<file path="src/pkg/fmd_pkg.sv">
// Constants, register layouts and modes of the freefall/motion event detector.
// Assumes one clock domain; samples arrive as one-cycle strobes at the data rate.
package fmd_pkg;

  // ----------------------------------------------------------------
  // Register offsets
  // ----------------------------------------------------------------
  localparam logic [7:0] FMD_ADDR_CFG = 8'h15;
  localparam logic [7:0] FMD_ADDR_SRC = 8'h16;
  localparam logic [7:0] FMD_ADDR_THS = 8'h17;
  localparam logic [7:0] FMD_ADDR_CNT = 8'h18;

  // ----------------------------------------------------------------
  // Reset values and counter limits
  // ----------------------------------------------------------------
  localparam logic [7:0] FMD_CFG_RESET = 8'h00;
  localparam logic [7:0] FMD_THS_RESET = 8'h00;
  localparam logic [7:0] FMD_CNT_RESET = 8'h00;
  localparam logic [7:0] FMD_SRC_RESET = 8'h00;
  localparam logic [7:0] FMD_RDATA_RESET = 8'h00;
  localparam logic [7:0] FMD_DBC_ZERO = 8'h00;
  localparam logic [7:0] FMD_DBC_STEP = 8'h01;
  localparam logic [2:0] FMD_CFG_UNUSED = 3'h0;
  localparam int FMD_AXES = 3;

  // ----------------------------------------------------------------
  // Field layouts
  // ----------------------------------------------------------------
  typedef struct packed {
    logic event_latch_enable;
    logic or_and_combination_select;
    logic z_axis_event_enable;
    logic y_axis_event_enable;
    logic x_axis_event_enable;
    logic [2:0] unused;
  } fmd_cfg_t;

  typedef struct packed {
    logic debounce_decrement_or_clear_mode;
    logic [6:0] threshold;
  } fmd_ths_t;

  typedef struct packed {
    logic event_active_flag;
    logic reserved;
    logic z_high_event_flag;
    logic z_event_polarity;
    logic y_high_event_flag;
    logic y_event_polarity;
    logic x_high_event_flag;
    logic x_event_polarity;
  } fmd_src_t;

  // Axis 2 is Z, 1 is Y, 0 is X; two's complement per axis
  typedef struct packed {
    logic [2:0][7:0] axis;
  } fmd_sample_t;

  // Order follows {combination select, latch enable}
  typedef enum logic [1:0] {
    FMD_FF_LIVE,
    FMD_FF_LATCH,
    FMD_MT_LIVE,
    FMD_MT_LATCH
  } fmd_mode_t;

endpackage

</file>
<file path="src/hdl/fmd_axis_cmp.sv">
// One axis comparator: magnitude against the shared 7-bit threshold.
// Purely combinational; the caller registers the results.
`timescale 1ns/1ps
module fmd_axis_cmp (
  // Sample and setup
  input wire logic [7:0] sample_in,
  input wire logic [6:0] threshold_in,
  input wire logic enable_in,
  // Result
  output logic high_out,
  output logic negative_out
);
  logic [7:0] magnitude;

  // -128 maps to 8'h80, still a correct unsigned magnitude
  assign magnitude = sample_in[7] ? 8'(-sample_in) : sample_in;

  // strictly above is high, else low
  assign high_out = enable_in && (magnitude > {1'b0, threshold_in});
  assign negative_out = enable_in && sample_in[7];
endmodule // fmd_axis_cmp

</file>
<file path="src/hdl/fmd_detector.sv">
// Freefall/motion event detector with its four register map entries.
// Assumes the register port and the sample strobe share clk_sys_in.
`timescale 1ns/1ps
module fmd_detector (
  // Clock and reset
  input wire logic clk_sys_in,
  input wire logic reset_n_in,
  // Samples at the output data rate
  input wire logic sample_valid_in,
  input wire fmd_pkg::fmd_sample_t sample_in,
  // Register port
  input wire logic [7:0] reg_addr_in,
  input wire logic reg_wr_in,
  input wire logic reg_rd_in,
  input wire logic [7:0] reg_wdata_in,
  output logic [7:0] reg_rdata_out,
  // Event state
  output logic event_active_out,
  output fmd_pkg::fmd_src_t event_source_out
);
  import fmd_pkg::*;

  // ----------------------------------------------------------------
  // Registers and state
  // ----------------------------------------------------------------
  fmd_cfg_t cfg;
  fmd_ths_t ths;
  logic [7:0] dbc_target;
  logic [7:0] dbc;
  logic ea;
  logic [5:0] flags;
  logic [7:0] rdata;

  logic [2:0] axis_en;
  logic [2:0] axis_high;
  logic [2:0] axis_neg;
  logic [5:0] live_flags;
  logic any_en;
  logic latched;
  logic motion;
  logic cond;
  logic src_read;
  logic rd_clear;
  fmd_mode_t mode;
  fmd_src_t src_now;
  logic [7:0] dbc_base;
  logic ea_base;
  logic [5:0] flags_base;
  logic [7:0] next_dbc;
  logic next_ea;
  logic [5:0] next_flags;

  // ----------------------------------------------------------------
  // Axis comparison
  // ----------------------------------------------------------------
  // disabled axes report neither high nor polarity
  assign axis_en = {cfg.z_axis_event_enable, cfg.y_axis_event_enable,
                    cfg.x_axis_event_enable};

  genvar gi;
  generate
    for (gi = 0; gi < FMD_AXES; gi++) begin : g_axis
      fmd_axis_cmp u_cmp (
        .sample_in(sample_in.axis[gi]),
        .threshold_in(ths.threshold),
        .enable_in(axis_en[gi]),
        .high_out(axis_high[gi]),
        .negative_out(axis_neg[gi])
      );
      assign live_flags[2*gi+1] = axis_high[gi];
      assign live_flags[2*gi] = axis_neg[gi];
    end
  endgenerate

  // ----------------------------------------------------------------
  // Mode and combined condition
  // ----------------------------------------------------------------
  // no enabled axis means no detection at all
  assign any_en = |axis_en;
  // mode from the two config bits
  assign mode = fmd_mode_t'({cfg.or_and_combination_select, cfg.event_latch_enable});
  assign src_read = reg_rd_in && (reg_addr_in == FMD_ADDR_SRC);

  always_comb begin
    latched = 1'b0;
    motion = 1'b0;
    case (mode)
      FMD_FF_LIVE: begin
        latched = 1'b0;
        motion = 1'b0;
      end
      FMD_FF_LATCH: begin
        latched = 1'b1;
        motion = 1'b0;
      end
      FMD_MT_LIVE: begin
        latched = 1'b0;
        motion = 1'b1;
      end
      FMD_MT_LATCH: begin
        latched = 1'b1;
        motion = 1'b1;
      end
      default: begin
        latched = 1'b0;
        motion = 1'b0;
      end
    endcase
  end

  // freefall needs every enabled axis low, motion any enabled high
  assign cond = motion ? |(axis_high & axis_en) : (any_en && &(~axis_high | ~axis_en));

  // reads only clear anything in the latched modes
  assign rd_clear = src_read && latched;

  assign src_now = '{event_active_flag: ea, reserved: 1'b0,
                     z_high_event_flag: flags[5], z_event_polarity: flags[4],
                     y_high_event_flag: flags[3], y_event_polarity: flags[2],
                     x_high_event_flag: flags[1], x_event_polarity: flags[0]};

  // ----------------------------------------------------------------
  // Debounce and event-active flag
  // ----------------------------------------------------------------
  // A read clear applies first; a sample in the same cycle counts on from zero
  always_comb begin
    // latched read restarts the count from zero
    dbc_base = rd_clear ? FMD_DBC_ZERO : dbc;
    ea_base = rd_clear ? 1'b0 : ea;
    next_dbc = dbc_base;
    next_ea = ea_base;
    if (!any_en) begin
      next_dbc = FMD_DBC_ZERO;
      next_ea = 1'b0;
    end else if (sample_valid_in) begin
      if (cond) begin
        // one step per sample, saturating at the target
        if (dbc_base < dbc_target) begin
          next_dbc = dbc_base + FMD_DBC_STEP;
        end
        // set when the count reaches its target
        if (next_dbc == dbc_target) begin
          next_ea = 1'b1;
        end
      end else if (ths.debounce_decrement_or_clear_mode) begin
        // clear mode drops at once when not latched
        next_dbc = FMD_DBC_ZERO;
        if (!latched) begin
          next_ea = 1'b0;
        end
      end else begin
        // decrement mode releases only after counting down
        if (dbc_base != FMD_DBC_ZERO) begin
          next_dbc = dbc_base - FMD_DBC_STEP;
        end
        if (!latched && next_dbc == FMD_DBC_ZERO) begin
          next_ea = 1'b0;
        end
      end
    end
  end

  always_ff @(posedge clk_sys_in) begin
    if (!reset_n_in) begin
      dbc <= FMD_DBC_ZERO;
      ea <= 1'b0;
    end else begin
      dbc <= next_dbc;
      ea <= next_ea;
    end
  end

  // ----------------------------------------------------------------
  // Per-axis flags
  // ----------------------------------------------------------------
  always_comb begin
    // latched motion read wipes the axis flags as well
    flags_base = (rd_clear && motion) ? '0 : flags;
    next_flags = flags_base;
    if (!any_en) begin
      next_flags = '0;
    end else if (sample_valid_in && !(latched && ea_base)) begin
      // track live results unless frozen by a latched event
      next_flags = live_flags;
    end
  end

  always_ff @(posedge clk_sys_in) begin
    if (!reset_n_in) begin
      flags <= '0;
    end else begin
      flags <= next_flags;
    end
  end

  // ----------------------------------------------------------------
  // Register writes
  // ----------------------------------------------------------------
  always_ff @(posedge clk_sys_in) begin
    if (!reset_n_in) begin
      cfg <= fmd_cfg_t'(FMD_CFG_RESET);
      ths <= fmd_ths_t'(FMD_THS_RESET);
      dbc_target <= FMD_CNT_RESET;
    end else if (reg_wr_in) begin
      case (reg_addr_in)
        // unused low bits are never stored
        FMD_ADDR_CFG: cfg <= fmd_cfg_t'({reg_wdata_in[7:3], FMD_CFG_UNUSED});
        FMD_ADDR_THS: ths <= fmd_ths_t'(reg_wdata_in);
        FMD_ADDR_CNT: dbc_target <= reg_wdata_in;
        default: begin
        end
      endcase
    end
  end

  // ----------------------------------------------------------------
  // Register reads
  // ----------------------------------------------------------------
  // data latched from the pre-clear values on the read edge
  always_ff @(posedge clk_sys_in) begin
    if (!reset_n_in) begin
      rdata <= FMD_RDATA_RESET;
    end else if (reg_rd_in) begin
      case (reg_addr_in)
        FMD_ADDR_CFG: rdata <= cfg;
        // source layout with bit 6 reading zero
        FMD_ADDR_SRC: rdata <= src_now;
        FMD_ADDR_THS: rdata <= ths;
        FMD_ADDR_CNT: rdata <= dbc_target;
        default: rdata <= FMD_RDATA_RESET;
      endcase
    end
  end

  assign reg_rdata_out = rdata;
  assign event_active_out = ea;
  assign event_source_out = src_now;
endmodule // fmd_detector

</file>
<file path="config.mk">
export PLATFORM = sky130hd
export DESIGN_NAME = fmd_detector
export DESIGN_NICKNAME = d
export VERILOG_FILES = /design/src/pkg/fmd_pkg.sv /design/src/hdl/fmd_axis_cmp.sv /design/src/hdl/fmd_detector.sv
export SDC_FILE = /design/constraint.sdc
export NUM_CORES = 1
export LEC_CHECK = 0
export BUFFER_PORTS_ARGS = -buffer_cell sky130_fd_sc_hd__buf_2
export CORE_UTILIZATION = 50
export CTS_CLUSTER_DIAMETER = 60
export DETAILED_ROUTE_END_ITERATION = 10
export PLACE_DENSITY = 0.76
export SYNTH_ARGS = -nofsm -noshare
export SYNTH_HDL_FRONTEND = slang
export SYNTH_SLANG_ARGS = --single-unit
</file>
<file path="constraint.sdc">
create_clock -name clk_sys_in -period 4.3 [get_ports clk_sys_in]
set_clock_uncertainty 0.15 [all_clocks]
set_input_delay 0.215 -clock clk_sys_in [delete_from_list [all_inputs] [get_ports clk_sys_in]]
set_output_delay 0.215 -clock clk_sys_in [all_outputs]
set_load 0.005 [all_outputs]
</file>
==> impl_results.md, run 1 <==
- Slew @ Worst Pin: 0.804 ns
- Share of layout cells above drive strength 1: 16.5%
- Initial antenna violation count: 0
- Synth Area in Compound Gates: 27.9%
- Power per cell area: 197 nW/um^2
- RSZ-0062 raised after global routing: false
- First-pass GRT wire length: 19.5 mm
- Initial Util: 51.9%
- Drt drc: 0
- Post-synthesis xor/xnor area fraction: 6.74%
- Global-route usage over all layers: 28.8%
- Largest net degree at the start of global routing: 32
- NumNets Final: 637
- Post_cts resized: 0
- Post-synthesis cell type count: 74
- Diode count: 0
- Critical path data required time: 4.36 ns
- Multiplexer share of the synthesized area: 1.77%
- Outcome: completed
- Critical Path Start Type: primary input
- Pre-antenna DRT Iters: 6
- Site Rows: 32
- Most used routing layer: met2
- Die Wd: 91.8 microns
- Clock buffer depth: 2
- Combinational family with the most area after synthesis: compound AO/OA/AOI/OAI gates
- Max_cap viols: 0
- Area of the core: 7770 sq um
- Hold Crit Start: reg_wdata_in[2]
- RR Startpoint: cfg[7]
- Vias per cell: 6.22
- Vias in the first global route: 4,043
- Die area: 8420 sq um
- TritonCTS clock tree: yes
- 1st-iter DRT viols: 364
- Yosys top cell by area: dfxtp_1
- Post-Synth Simple-Gate Area: 25.8%
- CP Max Fanout: 12
- Setup crit end kind: flop
- Vias: 4,137
- HP Class: primary input to flop
- Total global routing overflow: 0
- Async set-reset flop share out of synthesis: 0%
- Crit path from: sample_in[16]
- Setup tns final: 0 ns
- Peak supply drop: 0.193 mV
- Met2 Use GR: 48.2%
- Clock-pin slew on the worst setup and hold paths: 0.09 ns
- Minimum clock period: 3.49 ns
- Hold WS: 0.0296 ns
- Slew margin rel.: 46.2%
- Worst setup margin: 0.806 ns
- Area delta synth->final: 10.8%
- WL per Instance: 17.7 microns
- Syn avg cell area: 7.75 sq um
- Synth top area cells: dfxtp_1 (22%), ha_1 (9.3%), xnor2_1 (5.9%)
- Met1 Usage GRT: 36.0%
- Place WS: 0.537 ns
- IO buf count: 60
- Synth Net Count: 595
- Drt total wl: 11.8 mm
- Syn Inst Count: 520
- Detailed Place HPWL: 9.14 mm
- Synth Flop Type: dfxtp_1
- Leak pwr: 1.69 nW
- Die Ht: 91.8 microns
- Final core utilization: 57.4%
- Adder-cell share of the synthesized area: 9.82%
- Sequential area share after synthesis: 21.9%
- Root buffer cell: clkbuf_8
- Number of synthesized flops with an enable pin: 0
- CTS sink cnt: 44
- Mapped Area: 4030 sq um
- FMAX: 286 MHz
- Final hold violations: 0
- Boundary Pins: 62
- Arrival @ worst endpoint: 3.55 ns
- Synth Register Bits: 44
- Post-CTS Setup Bufs: 0
- Crit Path Category: primary input to flop
- Top-area cell type share of the netlist area: 21.9%
- Period utilisation layout: 81.3%
- Fillers: 740
- Routed Antenna Nets: 0
- GR Util met3: 5.47%
- Count of pins over their slew limit: 0
- CTS Buf Count: 5
- Final setup viols: 0
- Final RePlAce weighted congestion: 0.912
- Hold buffers post-CTS: 0
- H-tree depth: 2
- Clk_lat worst skew: 0.30 ns
- YS warnings: 0
==> sequential cells by signal (all words and copies together), names as in the netlist <==
name	count
dbc	8
dbc_target	8
reg_rdata_out	8
ths	8
flags	6
axis_en	3
cfg	2
event_active_out	1
==> cell type report <==
type	count	area, sq um	share of cell area (%)
Tap cell	102	128	2.86
Clock inverter	3	46.3	1.04
Multi-Input combinational cell	419	2910	65.1
Timing Repair Buffer	63	323	7.24
Clock buffer	5	68.8	1.54
Sequential cell	44	881	19.7
Inverter	29	109	2.44
==> cells by family after synthesis <==
group,Yosys count
multiplexers,7
AND/OR/NAND/NOR,198
flip-flops,44
AO/OA/AOI/OAI,150
XOR/XNOR,31
other,1
buffers and inverters,57
adder cells (fa/ha/maj),32
==> placed cells by master, fill, tap and decap left out, drive strengths merged, types with 11 or more instances in the layout <==
cell type	instances
dfxtp	44
a21oi	29
nor2b	12
nand3	34
a21boi	21
nand2b	11
o21a	13
nand2	63
inv	30
ha	30
buf	63
nor2	25
xnor2	27
o21ai	26
==> report_power, final <==
| part | internal (mW) | switching [mW] |
|---|---|---|
| sequential | 0.407 | 0.000463 |
| clock | 0.175 | 0.157 |
| combinational | 0.0626 | 0.0763 |
==> critical path: stages <==
cell and delay (ns):
buf_2 0.10, or3_1 0.37, or3_1 0.35, nand2_1 0.10, xnor2_1 0.06, ha_1 0.20
or4_1 0.51, a21oi_1 0.14, a211oi_1 0.12, or2_4 0.29, o31ai_4 0.35, nand2_2 0.28
a31o_2 0.27, o21a_1 0.18
==> metrics by stage <==
stage	power, mW	instance area [sq um]	instances
after global routing	0.916	4460	665
after detailed placement	0.554	4350	657
final	0.879	4460	665
after floorplan	0.507	4030	520
after global placement	0.548	4350	657
after CTS	0.882	4460	665
==> per-layer routing <==
metal  wire length (microns)  up-vias
li1                        -     1979
met4                     307        0
met2                    5550      176
met5                       0        -
met3                     844       36
met1                    5050     1946
==> Yosys cell counts, types with 6 or more instances <==
cell type / count
inv_1: 29
a222oi_1: 6
nand2b_1: 11
o21a_1: 12
mux2i_1: 6
clkbuf_1: 20
a31oi_1: 6
a21oi_1: 29
xnor2_1: 27
nor2b_1: 12
a21boi_0: 21
nand3_1: 34
nor2_1: 25
nand4_1: 7
ha_1: 30
dfxtp_1: 44
o21ai_0: 22
a22oi_1: 6
nand2_1: 62
or3_1: 7
==> worst paths after layout <==
check	cells after the start	slack, ns	to
worst max-delay path	14	0.81	dbc[0]
worst min-delay path	3	0.03	dbc_target[2]
worst max register to register	13	0.90	event_active_out
worst min register to register	2	0.34	ths[1]
Note: power is estimated with default switching activity, not from simulation.
==> inputs of run 2 (changes only) <==
- clock period: 4.3 -> 3.6 ns (I/O delays scaled with it)
==> run 2 against run 1 <==
  * Utilization increased by 0.72 points
  * Register-to-register slack got worse by 0.36 ns
  * Cell area increased by 1.3%
  * Wire length decreased by 1.7%
  * Clock power about the same
  * Cell count increased by 1.5%
==> impl_results.md, run 2 (synthesis gave the netlist of run 1 again) <==
- Outcome: completed (unchanged)
- Die Wd: 91.8 microns (unchanged)
- CTS sink cnt: 44 (unchanged)
- Die area: 8420 sq um (unchanged)
- Leak pwr: 1.72 nW (was 1.69 nW)
- Worst reg2reg path depth: 13 (unchanged)
- Vias in the first global route: 3,896 (was 4,043)
- Max_cap viols: 0 (unchanged)
- NumNets Final: 647 (was 637)
- Tot Pwr: 984 uW (was 879 uW)
- Crit Path Category: primary input to flop (unchanged)
- Period utilisation layout: 91.5%
- Clk_lat worst skew: 0.30 ns (about the same)
- Fillers: 726 (was 740)
- Detailed Place HPWL: 9.02 mm (was 9.14 mm)
- DR top layer: met4 (unchanged)
- Initial antenna violation count: 0 (unchanged)
- Critical path data required time: 3.69 ns (was 4.36 ns)
- Setup crit end kind: flop (unchanged)
- RR Startpoint: cfg[7] (unchanged)
- Root buffer cell: clkbuf_8 (unchanged)
- Post_cts resized: 0 (unchanged)
- Met3 WL: 786 microns (was 844 microns)
- 1st-iter DRT viols: 301 (was 364)
- Clock-pin slew on the worst setup and hold paths: 0.10 ns (was 0.09 ns)
- HP Class: primary input to flop (unchanged)
- R2R Path End: event_active_out (unchanged)
- WL per Instance: 17.1 microns (was 17.7 microns)
- Clock buffer depth: 2 (unchanged)
- WHS Path Cells: 3 (unchanged)
- Final setup viols: 0 (unchanged)
- Flop2flop setup slack: 0.54 ns (was 0.90 ns)
- Count of pins over their slew limit: 0 (unchanged)
- Boundary Pins: 62 (unchanged)
- Sw Pwr: 282 uW (was 234 uW)
- Diode count: 0 (unchanged)
- CTS Buf Count: 5 (unchanged)
- Drt total wl: 11.5 mm (was 11.8 mm)
- Final core utilization: 58.2% (was 57.4%)
- Commonest non-fill, non-tap cell in the layout: nand2_1 (unchanged)
- Area of the core: 7770 sq um (unchanged)
- Int Power: 703 uW (was 645 uW)
- First-pass GRT wire length: 19.1 mm (was 19.5 mm)
- Vias per cell: 6.19 (was 6.22)
- Power per cell area: 218 nW/um^2 (was 197 nW/um^2)
- FMAX: 304 MHz
- RSZ-0062 raised after global routing: false (unchanged)
- Hold WS: 0.00860 ns (was 0.0296 ns)
- Slew @ Worst Pin: 0.662 ns (was 0.804 ns)
- Hold Crit Start: reg_wdata_in[6] (was reg_wdata_in[2])
- Vias: 4,180 (was 4,137)
- Initial Util: 51.9% (unchanged)
- Share of layout cells above drive strength 1: 17.3% (was 16.5%)
- Site Rows: 32 (unchanged)
- Setup tns final: 0 ns (unchanged)
- Final RePlAce weighted congestion: 0.962 (was 0.912)
- IO buf count: 60 (unchanged)
- Pre-antenna DRT Iters: 6 (unchanged)
- TritonCTS clock tree: yes (unchanged)
- Drt drc: 0 (unchanged)
- Most frequent cells in the layout: nand2_1 (62), buf_2 (60), dfxtp_1 (44), nand3_1 (34), ha_1 (30) (unchanged)
- Peak supply drop: 0.221 mV (was 0.193 mV)
- Clk pwr share: 33.4% (was 37.8%)
- CP Max Fanout: 12 (unchanged)
- Sw frac: 28.6% (was 26.6%)
- Final hold violations: 0 (unchanged)
- Die Ht: 91.8 microns (unchanged)
- H-tree depth: 2 (unchanged)
- Critical Path Start Type: primary input (unchanged)
- Wl on met1: 5.03 mm (was 5.05 mm)
- Global-route usage over all layers: 28.0% (was 28.8%)
- Logic gate share of total power: 17.1% (was 15.8%)
- Reg power frac: 49.5% (was 46.4%)
- Total global routing overflow: 0 (unchanged)
- Minimum clock period: 3.29 ns
- Area delta synth->final: 12.2% (was 10.8%)
- DR WL met2: 5.41 mm (was 5.55 mm)
- Routed Antenna Nets: 0 (unchanged)
- Largest net degree at the start of global routing: 32 (unchanged)
- Arrival @ worst endpoint: 3.39 ns (was 3.55 ns)
- WHS Endpoint: ths[6] (was dbc_target[2])
- Slew margin rel.: 55.6% (was 46.2%)
[run 2: power groups by stage]
| stage | combinational (mW) | sequential [mW] | clock (mW) |
|---|---|---|---|
| floorplan | 0.108 | 0.498 | 0 |
| global placement | 0.157 | 0.498 | 0 |
| detailed placement | 0.164 | 0.498 | 0 |
| CTS | 0.167 | 0.487 | 0.332 |
| global route | 0.189 | 0.487 | 0.346 |
| finish | 0.168 | 0.487 | 0.329 |
[run 2: worst max-delay path, cell delays in order]
cell and delay (ns):
buf_2 0.10, or3_1 0.38, or3_1 0.36, nand2_1 0.10, xnor2_1 0.08, ha_1 0.21, or4_1 0.52, a21oi_1 0.14
a211oi_1 0.11, or2_4 0.29, o31ai_4 0.20, nand2_2 0.23, a311o_1 0.37, a21oi_1 0.12
[run 2: routing by layer]
layer / vias up / global-route usage, %
met5: - / 0
met2: 179 / 45.9
li1: 2003 / -
met3: 33 / 4.81
met1: 1965 / 37.2
met4: 0 / 9.51
[run 2: cell type report]
type                       count  area [sq um]  share of cell area (%)
multi-input combinational    419          2910                    64.3
sequential                    44           881                    19.5
timing repair buffer          73           405                    8.97
tap                          102           128                    2.82
inverter                      29           109                    2.41
clock buffer                   6          72.6                    1.61
clock inverter                 2          16.3                   0.360
[run 2: worst max-delay path by stage]
| stage | start | endpoint | depth (start not counted) |
|---|---|---|---|
| CTS | sample_in[16] | dbc[6] | 14 |
| global placement | sample_in[16] | dbc[0] | 14 |
| detailed placement | sample_in[16] | dbc[6] | 14 |
| floorplan | sample_in[16] | dbc[0] | 14 |
| global route | sample_in[16] | dbc[6] | 14 |
| finish | sample_in[16] | dbc[6] | 14 |
[run 2: through the flow]
stage          instances  area (sq um)  worst slack, ns
6_report             675          4520            0.306
4_1_cts              675          4520            0.343
5_1_grt              675          4520            0.114
3_5_place_dp         664          4400           0.0487
3_3_place_gp         664          4400            0.144
2_1_floorplan        520          4030            0.218
[run 2: what timing repair did]
| item | in CTS | in global routing |
|---|---|---|
| setup buffers | 0 | 0 |
| hold buffers | 3 | 0 |
| endpoints found under the hold margin | 5 | 0 |
